**config.mk**
```make
export PLATFORM = sky130hd
export DESIGN_NAME = i2c_sw_access
export DESIGN_NICKNAME = d
export VERILOG_FILES = /design/src/design/line_watch.v /design/src/design/reg_bank.v /design/src/design/i2c_sw_access.v
export VERILOG_INCLUDE_DIRS = /design/src /design/src/design
export SDC_FILE = /design/constraint.sdc
export NUM_CORES = 1
export LEC_CHECK = 0
export BUFFER_PORTS_ARGS = -buffer_cell sky130_fd_sc_hd__buf_2
export CAP_MARGIN = 20
export CORE_MARGIN = 10
export CORE_UTILIZATION = 55
export CTS_CLUSTER_SIZE = 24
export DETAILED_ROUTE_END_ITERATION = 7
export PLACE_DENSITY = 0.8
export SYNTH_ARGS = -nofsm -noshare
export SYNTH_HDL_FRONTEND = slang
export SYNTH_SLANG_ARGS = --single-unit
```
**constraint.sdc**
```tcl
create_clock -name clk -period 2.95 [get_ports clk]
set_clock_uncertainty 0.05 [all_clocks]
set_input_delay 0.59 -clock clk [delete_from_list [all_inputs] [get_ports clk]]
set_output_delay 0.59 -clock clk [all_outputs]
set_load 0.02 [all_outputs]
```
**src/design/i2c_sw_map.vh**
```
// Register offsets, limits and reset values for the switch register access
`ifndef I2C_SW_MAP_VH
`define I2C_SW_MAP_VH

// ==================================================================
// Register offsets
`define OFS_CHAN_SEL     3'h0
`define OFS_CONFIG       3'h1
`define OFS_FLUSH_SEQ    3'h2
`define OFS_RD_FIRST     3'h3
`define OFS_RD_LAST      3'h6

// ==================================================================
// Pointer limits
`define PTR_WR_LAST      3'h2
`define PTR_RD_LAST      3'h6

// ==================================================================
// Reset values
`define RST_CHAN_SEL     8'h00
`define RST_CONFIG       8'h00
`define RST_FLUSH_SEQ    8'h00

// ==================================================================
// Bit handling
`define BIT_LAST         3'h7
`define RW_BIT_POS       0

`endif

```
**src/design/line_watch.v**
```verilog
// Edge, START and STOP detection on the two-wire bus lines
`timescale 1ns/1ps
module line_watch
(
   input  wire clk,
   input  wire rst_n,
   input  wire scl_in,
   input  wire sda_in,
   output wire scl_rise,
   output wire scl_fall,
   output wire start_det,
   output wire stop_det,
   output wire sda_now
);

   reg scl_q_r;   // Sampled clock line
   reg sda_q_r;   // Sampled data line
   reg scl_p_r;   // Clock line one cycle earlier
   reg sda_p_r;   // Data line one cycle earlier

   // ==================================================================
   // Line sampling, idle lines read high
   always @(posedge clk or negedge rst_n)
   begin
      if (!rst_n)
      begin
         scl_q_r <= 1'b1;
         sda_q_r <= 1'b1;
         scl_p_r <= 1'b1;
         sda_p_r <= 1'b1;
      end
      else
      begin
         scl_q_r <= scl_in;
         sda_q_r <= sda_in;
         scl_p_r <= scl_q_r;
         sda_p_r <= sda_q_r;
      end
   end

   // ==================================================================
   // Events: data moving while the clock stays high frames a transfer
   assign scl_rise  = scl_q_r & ~scl_p_r;
   assign scl_fall  = ~scl_q_r & scl_p_r;
   assign start_det = scl_q_r & scl_p_r & sda_p_r & ~sda_q_r;
   assign stop_det  = scl_q_r & scl_p_r & ~sda_p_r & sda_q_r;
   assign sda_now   = sda_q_r;

endmodule // line_watch

```
**src/design/reg_bank.v**
```verilog
// Writable control registers and the read multiplexer
`timescale 1ns/1ps
`include "i2c_sw_map.vh"
module reg_bank
#(
   parameter DW = 8
)
(
   input  wire            clk,
   input  wire            rst_n,
   input  wire            wr_en,
   input  wire [2:0]      wr_idx,
   input  wire [DW-1:0]   wr_data,
   input  wire [2:0]      rd_idx,
   input  wire [4*DW-1:0] ro_data,
   output reg  [DW-1:0]   rd_data,
   output reg  [DW-1:0]   chan_sel,
   output reg  [DW-1:0]   config_val,
   output reg  [DW-1:0]   flush_seq
);

   // ==================================================================
   // Writable registers, updated on a write strobe
   always @(posedge clk or negedge rst_n)
   begin
      if (!rst_n)
      begin
         chan_sel   <= `RST_CHAN_SEL;
         config_val <= `RST_CONFIG;
         flush_seq  <= `RST_FLUSH_SEQ;
      end
      else if (wr_en)
      begin
         case (wr_idx)
            `OFS_CHAN_SEL:  chan_sel   <= wr_data;
            `OFS_CONFIG:    config_val <= wr_data;
            `OFS_FLUSH_SEQ: flush_seq  <= wr_data;
            default:        chan_sel   <= chan_sel;
         endcase
      end
   end

   // ==================================================================
   // Read selection, indices 3 to 6 come from read-only status inputs, index 7 returns channel select
   always @*
   begin
      case (rd_idx)
         `OFS_CHAN_SEL:  rd_data = chan_sel;
         `OFS_CONFIG:    rd_data = config_val;
         `OFS_FLUSH_SEQ: rd_data = flush_seq;
         3'h3:           rd_data = ro_data[DW-1:0];
         3'h4:           rd_data = ro_data[2*DW-1:DW];
         3'h5:           rd_data = ro_data[3*DW-1:2*DW];
         3'h6:           rd_data = ro_data[4*DW-1:3*DW];
         default:        rd_data = chan_sel;
      endcase
   end

endmodule // reg_bank

```
**src/design/i2c_sw_access.v**
```verilog
// Slave-side two-wire register access for an eight-channel bus switch
//
// Contract
// [RL1] Pointer resets to zero every transaction
// [RL2] Enhanced reads cycle seven registers, wrapping
// [RL3] Enhanced single read returns channel select
// [RL4] Enhanced reads start at zero, then increment
// [RL5] Basic mode exposes channel select only
// [RL6] Basic writes all hit channel select
// [RL7] Basic multibyte read repeats channel select
// [RL8] Write address with low direction is acknowledged
// [RL9] STOP right after address changes nothing
// [RL10] Enhanced writes start at zero, then increment
// [RL11] Enhanced writes acknowledged and applied per byte
// [RL12] Basic writes applied only at STOP
// [RL13] Read address with high direction is acknowledged
// [RL14] Master acknowledges each byte to continue
// [RL15] Basic reads always return channel select
// [RL16] Enhanced writes wrap after third register
// [RL17] Master not-acknowledge releases data, awaits framing
`timescale 1ns/1ps
`include "i2c_sw_map.vh"
module i2c_sw_access
#(
   parameter DW = 8
)
(
   input  wire            clk,
   input  wire            rst_n,
   input  wire            scl_in,
   input  wire            sda_in,
   output reg             sda_out,
   output reg             sda_oe,
   input  wire [6:0]      slave_addr,
   input  wire            enhanced_mode,
   input  wire [4*DW-1:0] status_in,
   output wire [DW-1:0]   chan_sel,
   output wire [DW-1:0]   config_val,
   output wire [DW-1:0]   flush_seq,
   output reg             busy
);

   // ==================================================================
   // State codes
   localparam [3:0] ST_IDLE   = 4'h0;  // Not addressed
   localparam [3:0] ST_ADDR   = 4'h1;  // Receiving address byte
   localparam [3:0] ST_A_ACK  = 4'h2;  // Address matched, ack pending
   localparam [3:0] ST_A_HOLD = 4'h3;  // Driving address ack
   localparam [3:0] ST_WR     = 4'h4;  // Receiving data byte
   localparam [3:0] ST_W_ACK  = 4'h5;  // Data ack pending
   localparam [3:0] ST_W_HOLD = 4'h6;  // Driving data ack
   localparam [3:0] ST_RD     = 4'h7;  // Sending data byte
   localparam [3:0] ST_R_REL  = 4'h8;  // Last bit out, release pending
   localparam [3:0] ST_R_ACK  = 4'h9;  // Sampling master ack
   localparam [3:0] ST_R_LOAD = 4'ha;  // Load next byte on clock fall

   // ==================================================================
   // Declarations
   wire            scl_rise;   // Clock line rising
   wire            scl_fall;   // Clock line falling
   wire            start_det;  // START or repeated START
   wire            stop_det;   // STOP
   wire            sda_now;    // Sampled data line
   wire [DW-1:0]   rd_data;    // Register selected by pointer

   reg  [3:0]      state_r;    // Transfer state
   reg  [3:0]      state_nxt;
   reg  [2:0]      bit_cnt_r;  // Bit within byte
   reg  [2:0]      bit_cnt_nxt;
   reg  [DW-1:0]   shift_r;    // Byte shift register
   reg  [DW-1:0]   shift_nxt;
   reg  [2:0]      ptr_r;      // Register pointer
   reg  [2:0]      ptr_nxt;
   reg             rw_r;       // Direction of current transfer
   reg             rw_nxt;
   reg  [DW-1:0]   pend_r;     // Basic-mode byte held to STOP
   reg  [DW-1:0]   pend_nxt;
   reg             pend_v_r;   // Held byte is valid
   reg             pend_v_nxt;
   reg             oe_nxt;     // Next data line drive
   reg             wr_en;      // Register write strobe
   reg  [2:0]      wr_idx;     // Register write index
   reg  [DW-1:0]   wr_data;    // Register write data
   wire [DW-1:0]   byte_in;    // Completed received byte

   assign byte_in = {shift_r[DW-2:0], sda_now};

   // ==================================================================
   // Line event detection
   line_watch u_watch
   (
      .clk       (clk),
      .rst_n     (rst_n),
      .scl_in    (scl_in),
      .sda_in    (sda_in),
      .scl_rise  (scl_rise),
      .scl_fall  (scl_fall),
      .start_det (start_det),
      .stop_det  (stop_det),
      .sda_now   (sda_now)
   );

   // ==================================================================
   // Register storage
   reg_bank #(.DW(DW)) u_bank
   (
      .clk        (clk),
      .rst_n      (rst_n),
      .wr_en      (wr_en),
      .wr_idx     (wr_idx),
      .wr_data    (wr_data),
      .rd_idx     (ptr_r),
      .ro_data    (status_in),
      .rd_data    (rd_data),
      .chan_sel   (chan_sel),
      .config_val (config_val),
      .flush_seq  (flush_seq)
   );

   // ==================================================================
   // Next-state logic for the transfer engine
   always @*
   begin
      state_nxt   = state_r;
      bit_cnt_nxt = bit_cnt_r;
      shift_nxt   = shift_r;
      ptr_nxt     = ptr_r;
      rw_nxt      = rw_r;
      pend_nxt    = pend_r;
      pend_v_nxt  = pend_v_r;
      oe_nxt      = sda_oe;
      wr_en       = 1'b0;
      wr_idx      = `OFS_CHAN_SEL;
      wr_data     = pend_r;
      if (stop_det)
      begin
         // Release bus; basic mode commits the last byte now
         // [RL12] commit at STOP
         if (pend_v_r)
         begin
            wr_en      = 1'b1;
            wr_idx     = `OFS_CHAN_SEL;
            wr_data    = pend_r;
            pend_v_nxt = 1'b0;
         end
         // [RL9] empty write is harmless
         state_nxt = ST_IDLE;
         oe_nxt    = 1'b0;
      end
      else if (start_det)
      begin
         // [RL1] pointer back to zero
         ptr_nxt     = `OFS_CHAN_SEL;
         bit_cnt_nxt = 3'h0;
         state_nxt   = ST_ADDR;
         oe_nxt      = 1'b0;
      end
      else
      begin
         case (state_r)
            ST_ADDR:
            begin
               // Collect address and direction bit
               if (scl_rise)
               begin
                  shift_nxt   = byte_in;
                  bit_cnt_nxt = bit_cnt_r + 3'h1;
                  if (bit_cnt_r == `BIT_LAST)
                  begin
                     // [RL8] acknowledge own write address
                     // [RL13] acknowledge own read address
                     if (byte_in[7:1] == slave_addr)
                     begin
                        rw_nxt    = byte_in[`RW_BIT_POS];
                        state_nxt = ST_A_ACK;
                     end
                     else
                        state_nxt = ST_IDLE;
                  end
               end
            end
            ST_A_ACK:
            begin
               // Pull data low for the ack bit
               if (scl_fall)
               begin
                  oe_nxt    = 1'b1;
                  state_nxt = ST_A_HOLD;
               end
            end
            ST_A_HOLD:
            begin
               // End of ack: start sending or receiving
               if (scl_fall)
               begin
                  bit_cnt_nxt = 3'h0;
                  if (rw_r)
                  begin
                     // [RL3] first byte is channel select
                     shift_nxt = rd_data;
                     oe_nxt    = ~rd_data[DW-1];
                     state_nxt = ST_RD;
                  end
                  else
                  begin
                     oe_nxt    = 1'b0;
                     state_nxt = ST_WR;
                  end
               end
            end
            ST_WR:
            begin
               // Collect a data byte
               if (scl_rise)
               begin
                  shift_nxt   = byte_in;
                  bit_cnt_nxt = bit_cnt_r + 3'h1;
                  if (bit_cnt_r == `BIT_LAST)
                  begin
                     state_nxt = ST_W_ACK;
                     if (enhanced_mode)
                     begin
                        // [RL11] apply each byte at once
                        // [RL10] write at pointer
                        wr_en   = 1'b1;
                        wr_idx  = ptr_r;
                        wr_data = byte_in;
                        // [RL16] wrap after third register
                        if (ptr_r >= `PTR_WR_LAST)
                           ptr_nxt = `OFS_CHAN_SEL;
                        else
                           ptr_nxt = ptr_r + 3'h1;
                     end
                     else
                     begin
                        // [RL6] keep only the latest byte
                        pend_nxt   = byte_in;
                        pend_v_nxt = 1'b1;
                     end
                  end
               end
            end
            ST_W_ACK:
            begin
               // Acknowledge every data byte
               if (scl_fall)
               begin
                  oe_nxt    = 1'b1;
                  state_nxt = ST_W_HOLD;
               end
            end
            ST_W_HOLD:
            begin
               // Release after ack, next byte follows
               if (scl_fall)
               begin
                  oe_nxt      = 1'b0;
                  bit_cnt_nxt = 3'h0;
                  state_nxt   = ST_WR;
               end
            end
            ST_RD:
            begin
               // Count bits on rise, present next bit on fall
               if (scl_rise)
               begin
                  bit_cnt_nxt = bit_cnt_r + 3'h1;
                  if (bit_cnt_r == `BIT_LAST)
                     state_nxt = ST_R_REL;
               end
               else if (scl_fall)
               begin
                  shift_nxt = {shift_r[DW-2:0], 1'b0};
                  oe_nxt    = ~shift_r[DW-2];
               end
            end
            ST_R_REL:
            begin
               // Free the line for the master's ack bit
               if (scl_fall)
               begin
                  oe_nxt    = 1'b0;
                  state_nxt = ST_R_ACK;
               end
            end
            ST_R_ACK:
            begin
               if (scl_rise)
               begin
                  // [RL14] continue only on master ack
                  if (!sda_now)
                  begin
                     state_nxt = ST_R_LOAD;
                     // [RL5] basic mode pointer forced back to channel select
                     // [RL2] wrap after last register
                     if (!enhanced_mode)
                        ptr_nxt = `OFS_CHAN_SEL;
                     else if (ptr_r >= `PTR_RD_LAST)
                        ptr_nxt = `OFS_CHAN_SEL;
                     else
                        ptr_nxt = ptr_r + 3'h1;
                  end
                  else
                     // [RL17] idle until STOP or START
                     state_nxt = ST_IDLE;
               end
            end
            ST_R_LOAD:
            begin
               // [RL4] next register in order
               // [RL7] basic reads repeat channel select
               // [RL15] basic reads always channel select
               if (scl_fall)
               begin
                  shift_nxt   = rd_data;
                  oe_nxt      = ~rd_data[DW-1];
                  bit_cnt_nxt = 3'h0;
                  state_nxt   = ST_RD;
               end
            end
            default:
            begin
               // Idle: stay off the data line
               oe_nxt    = 1'b0;
               state_nxt = ST_IDLE;
            end
         endcase
      end
   end

   // ==================================================================
   // State and output flip-flops
   always @(posedge clk or negedge rst_n)
   begin
      if (!rst_n)
      begin
         state_r   <= ST_IDLE;
         bit_cnt_r <= 3'h0;
         shift_r   <= {DW{1'b0}};
         ptr_r     <= `OFS_CHAN_SEL;
         rw_r      <= 1'b0;
         pend_r    <= {DW{1'b0}};
         pend_v_r  <= 1'b0;
         sda_oe    <= 1'b0;
         sda_out   <= 1'b0;
         busy      <= 1'b0;
      end
      else
      begin
         state_r   <= state_nxt;
         bit_cnt_r <= bit_cnt_nxt;
         shift_r   <= shift_nxt;
         ptr_r     <= ptr_nxt;
         rw_r      <= rw_nxt;
         pend_r    <= pend_nxt;
         pend_v_r  <= pend_v_nxt;
         sda_oe    <= oe_nxt;
         sda_out   <= 1'b0;
         busy      <= (state_nxt != ST_IDLE);
      end
   end

endmodule // i2c_sw_access

```
==> qor.csv <==
stage;metric;value;unit
status;outcome;completed;
placed_design;placed_cell_area;0.00386;mm^2
yosys;yosys.area.top_type;dfrtp_1;
layout;fin_area;0.00409;mm^2
layout;multi_input_area;0.00183;mm^2
clock_tree;cts_root_buffer;clkbuf_8;
floorplanning;dieArea;0.00983;mm^2
sta;tightest_slew;0.711;ns
layout;fillers;435;
yosys;synth.most_common_cell;dfrtp_1;
sta;worst_slack;0.278;ns
global_route;grt_start_max_net_pins;58;
routing;ant_nets;0;
yosys;ys.flop_type;dfrtp_1;
pwr;peakVddDrop;0.501;mV
sta;relSlewSlack;52.6;%
sta;layout_min_cycle_time;2.67;ns
global_route;grt_pass1_vias;2975;
yosys;synth_top_family_by_area;multiplexers;
run;cap_violations;0;
clock_tree;ctsHoldBuffers;0;
pwr;p_leak;1.97;nW
floorplanning;fp-row-count;28;
sta;finalSetupViolations;0;
setup_path;cp-start-kind;flop;
yosys;muxShareOfSynthArea;18.0;%
routing;first_pass_iters;6;
routing;drt_iter0_drc;383;
sta;finalSetupTns;0;ns
pwr;powerDensity;700;mW/mm^2
layout;diodes;0;
setup_path;endpoint_kind;flop;
floorplanning;die_w;99.1;um
placed_design;pre_cts_ws;0.372;ns
floorplanning;die_h;99.1;um
clock_tree;cts_tree;built;
layout;area_growth;18.9;%
yosys;synthSimpleGateAreaFrac;12.0;%
sta;min_period_over_period;90.6;%
routing;wl;10200;um
setup_path;worstSetupPathType;flop to flop;
sta;hold_viol;0;
global_route;grt_util_all_layers;20.4;%
yosys;syn_area;0.00344;mm^2
layout;drive_gt1_share;37.4;%
clock_tree;post_cts_resized;0;
setup_path;ff2ff_path_depth;7;
yosys;synth_area_leaders;dfrtp_1, mux2_2, mux2i_1;
setup_path;critPathMaxFanout;8;
routing;dr_total_vias;3022;
yosys;yosys_warnings;0;
yosys;synth-compound-area-share;18.0;%
sta;rsz0062_at_grt;false;
clock_tree;cts_buffers;9;
yosys;ys_ff_latch;57;
yosys;syn_avg_cell_area;10.7;um^2
layout;regArea;0.00143;mm^2
sta;max_freq;374;MHz
pwr;total_power;2.87;mW
clock_tree;clk_pin_slew;0.06;ns
routing;drc;0;
global_route;grt_overflow;0;
yosys;synthArstFlopShare;100;%
layout;finish.utilization;68.3;%
sta;drv_slew;0;
yosys;netlist.area_leader.share;38.5;%
placed_design;globalplace.congestion;0.947;
clock_tree;clockBufferDepth;2;
layout;layout.nets;444;
routing;viasPerCell;6.39;
floorplanning;ios;71;
yosys;synth_commonest_cells;dfrtp_1, mux2_2, mux2i_1, inv_1;
floorplanning;core;0.00599;mm^2
yosys;ys_types;63;
yosys;synth_edf_count;0;
clock_tree;cts_sinks;57;
global_route;antenna_found_initial;0;
clock_tree;cts_setup_buffers;0;
setup_path;slowest_delay;0.51;ns
min_path;min_path_type;input pin to flop;
yosys;yosysSeqAreaShare;41.6;%
yosys;synth_cells;323;
routing;wire_per_inst;21.5;um
global_route;grt_pass1_wl;16000;um
yosys;synthAdderAreaFrac;2.54;%
yosys;synthXorXnorAreaFrac;2.54;%
yosys;synth_nets;374;
placed_design;hpwl;7420;um
clock_tree;cts-htree-levels;3;
placed_design;io_buffers;69;
setup_path;path_cells;ha_1, ha_1, nand3b_1, nor2_1, and4_1, and4_1, mux2_2;
setup_path;cp_data_arrival_time;2.85;ns
clock_tree;insertion_delay;0.35;ns
setup_path;cp_slowest_cell;and4_1;
min_path;hold_depth;1;
setup_path;cp.required;3.12;ns
floorplanning;initial_core_util;57.5;%
layer usage:
layer	global-route usage (%)	part of all wire, %	routed length, um	vias up
met5	0	0	0	-
met3	4.29	9.8	998	25
met1	27.3	42	4280	1467
met2	30.2	45	4600	180
met4	10.7	2.7	276	0
li1	-	-	-	1350
final timing paths:
check / slack [ns] / start / to
setup reg to reg: 0.28 / bit_cnt_r[0] / u_bank.flush_seq[0]
hold reg to reg: 0.40 / u_watch.scl_q_r / u_watch.scl_p_r
setup / recovery: 0.28 / bit_cnt_r[0] / u_bank.flush_seq[0]
hold / removal: 0.30 / sda_in / u_watch.sda_now
max in group asynchronous: 2.05 / rst_n / state_r[0]
min in group asynchronous: 0.32 / rst_n / sda_oe
cell usage in the layout (no fill, tap or decap), drive strengths merged, types with 4 or more instances in the layout:
cell    Yosys  final
nor2       12     12
mux2i      17     17
dfstp       4      4
a222oi      8      8
nand2b      6      6
ha          7      7
dfrtp      53     53
xor2        9      9
a22o        7      7
clkbuf     10     12
o21ai      10     10
mux2       40     40
o211ai      8      8
nor2b       5      5
nand2      11     11
a21oi      13     13
nor3        4      4
buf        14     83
nand3       8      8
inv        16     17
a22oi       7      7
registers in the layout (all words and copies together), names as in the netlist, 3 cells and up:
signal / flops
bit_cnt_r: 3
u_bank.chan_sel: 8
state_r: 4
shift_r: 7
ptr_r: 3
u_bank.config_val: 8
pend_r: 8
u_bank.flush_seq: 8
metrics by stage:
step,instances,hold WS [ns]
2_1_floorplan,323,0.244
3_3_place_gp,457,0.386
3_5_place_dp,457,0.391
4_1_cts,473,0.289
5_1_grt,473,0.291
6_report,473,0.296
critical path, delay by kind of cell, from the launching register on:
kind	cells	cell delay [ns]
adder cells (fa/ha/maj)	2	0.35
flip-flops	1	0.37
multiplexers	1	0.41
AND/OR/NAND/NOR	4	1.37
area by class of cell:
type / count / area share, %
Clock buffer: 12 / 3.79
Clock inverter: 4 / 1.80
Inverter: 16 / 1.47
Multi-Input combinational cell: 226 / 44.7
Sequential cell: 57 / 35.0
Tap cell: 75 / 2.29
Timing Repair Buffer: 83 / 11.0
kinds of logic after synthesis:
logic type               count (synthesis)
XOR/XNOR                                10
other                                    1
buffers and inverters                   40
adder cells (fa/ha/maj)                  7
flip-flops                              57
multiplexers                            57
AO/OA/AOI/OAI                           81
AND/OR/NAND/NOR                         70
report_power, final:
group | total, mW | internal, mW | switching, mW | leakage (nW)
registers | 1.06 | 0.884 | 0.178 | 0.714
logic | 0.952 | 0.442 | 0.510 | 1.14
clock network | 0.852 | 0.524 | 0.329 | 0.117
Power figures use the tool's default switching activity.
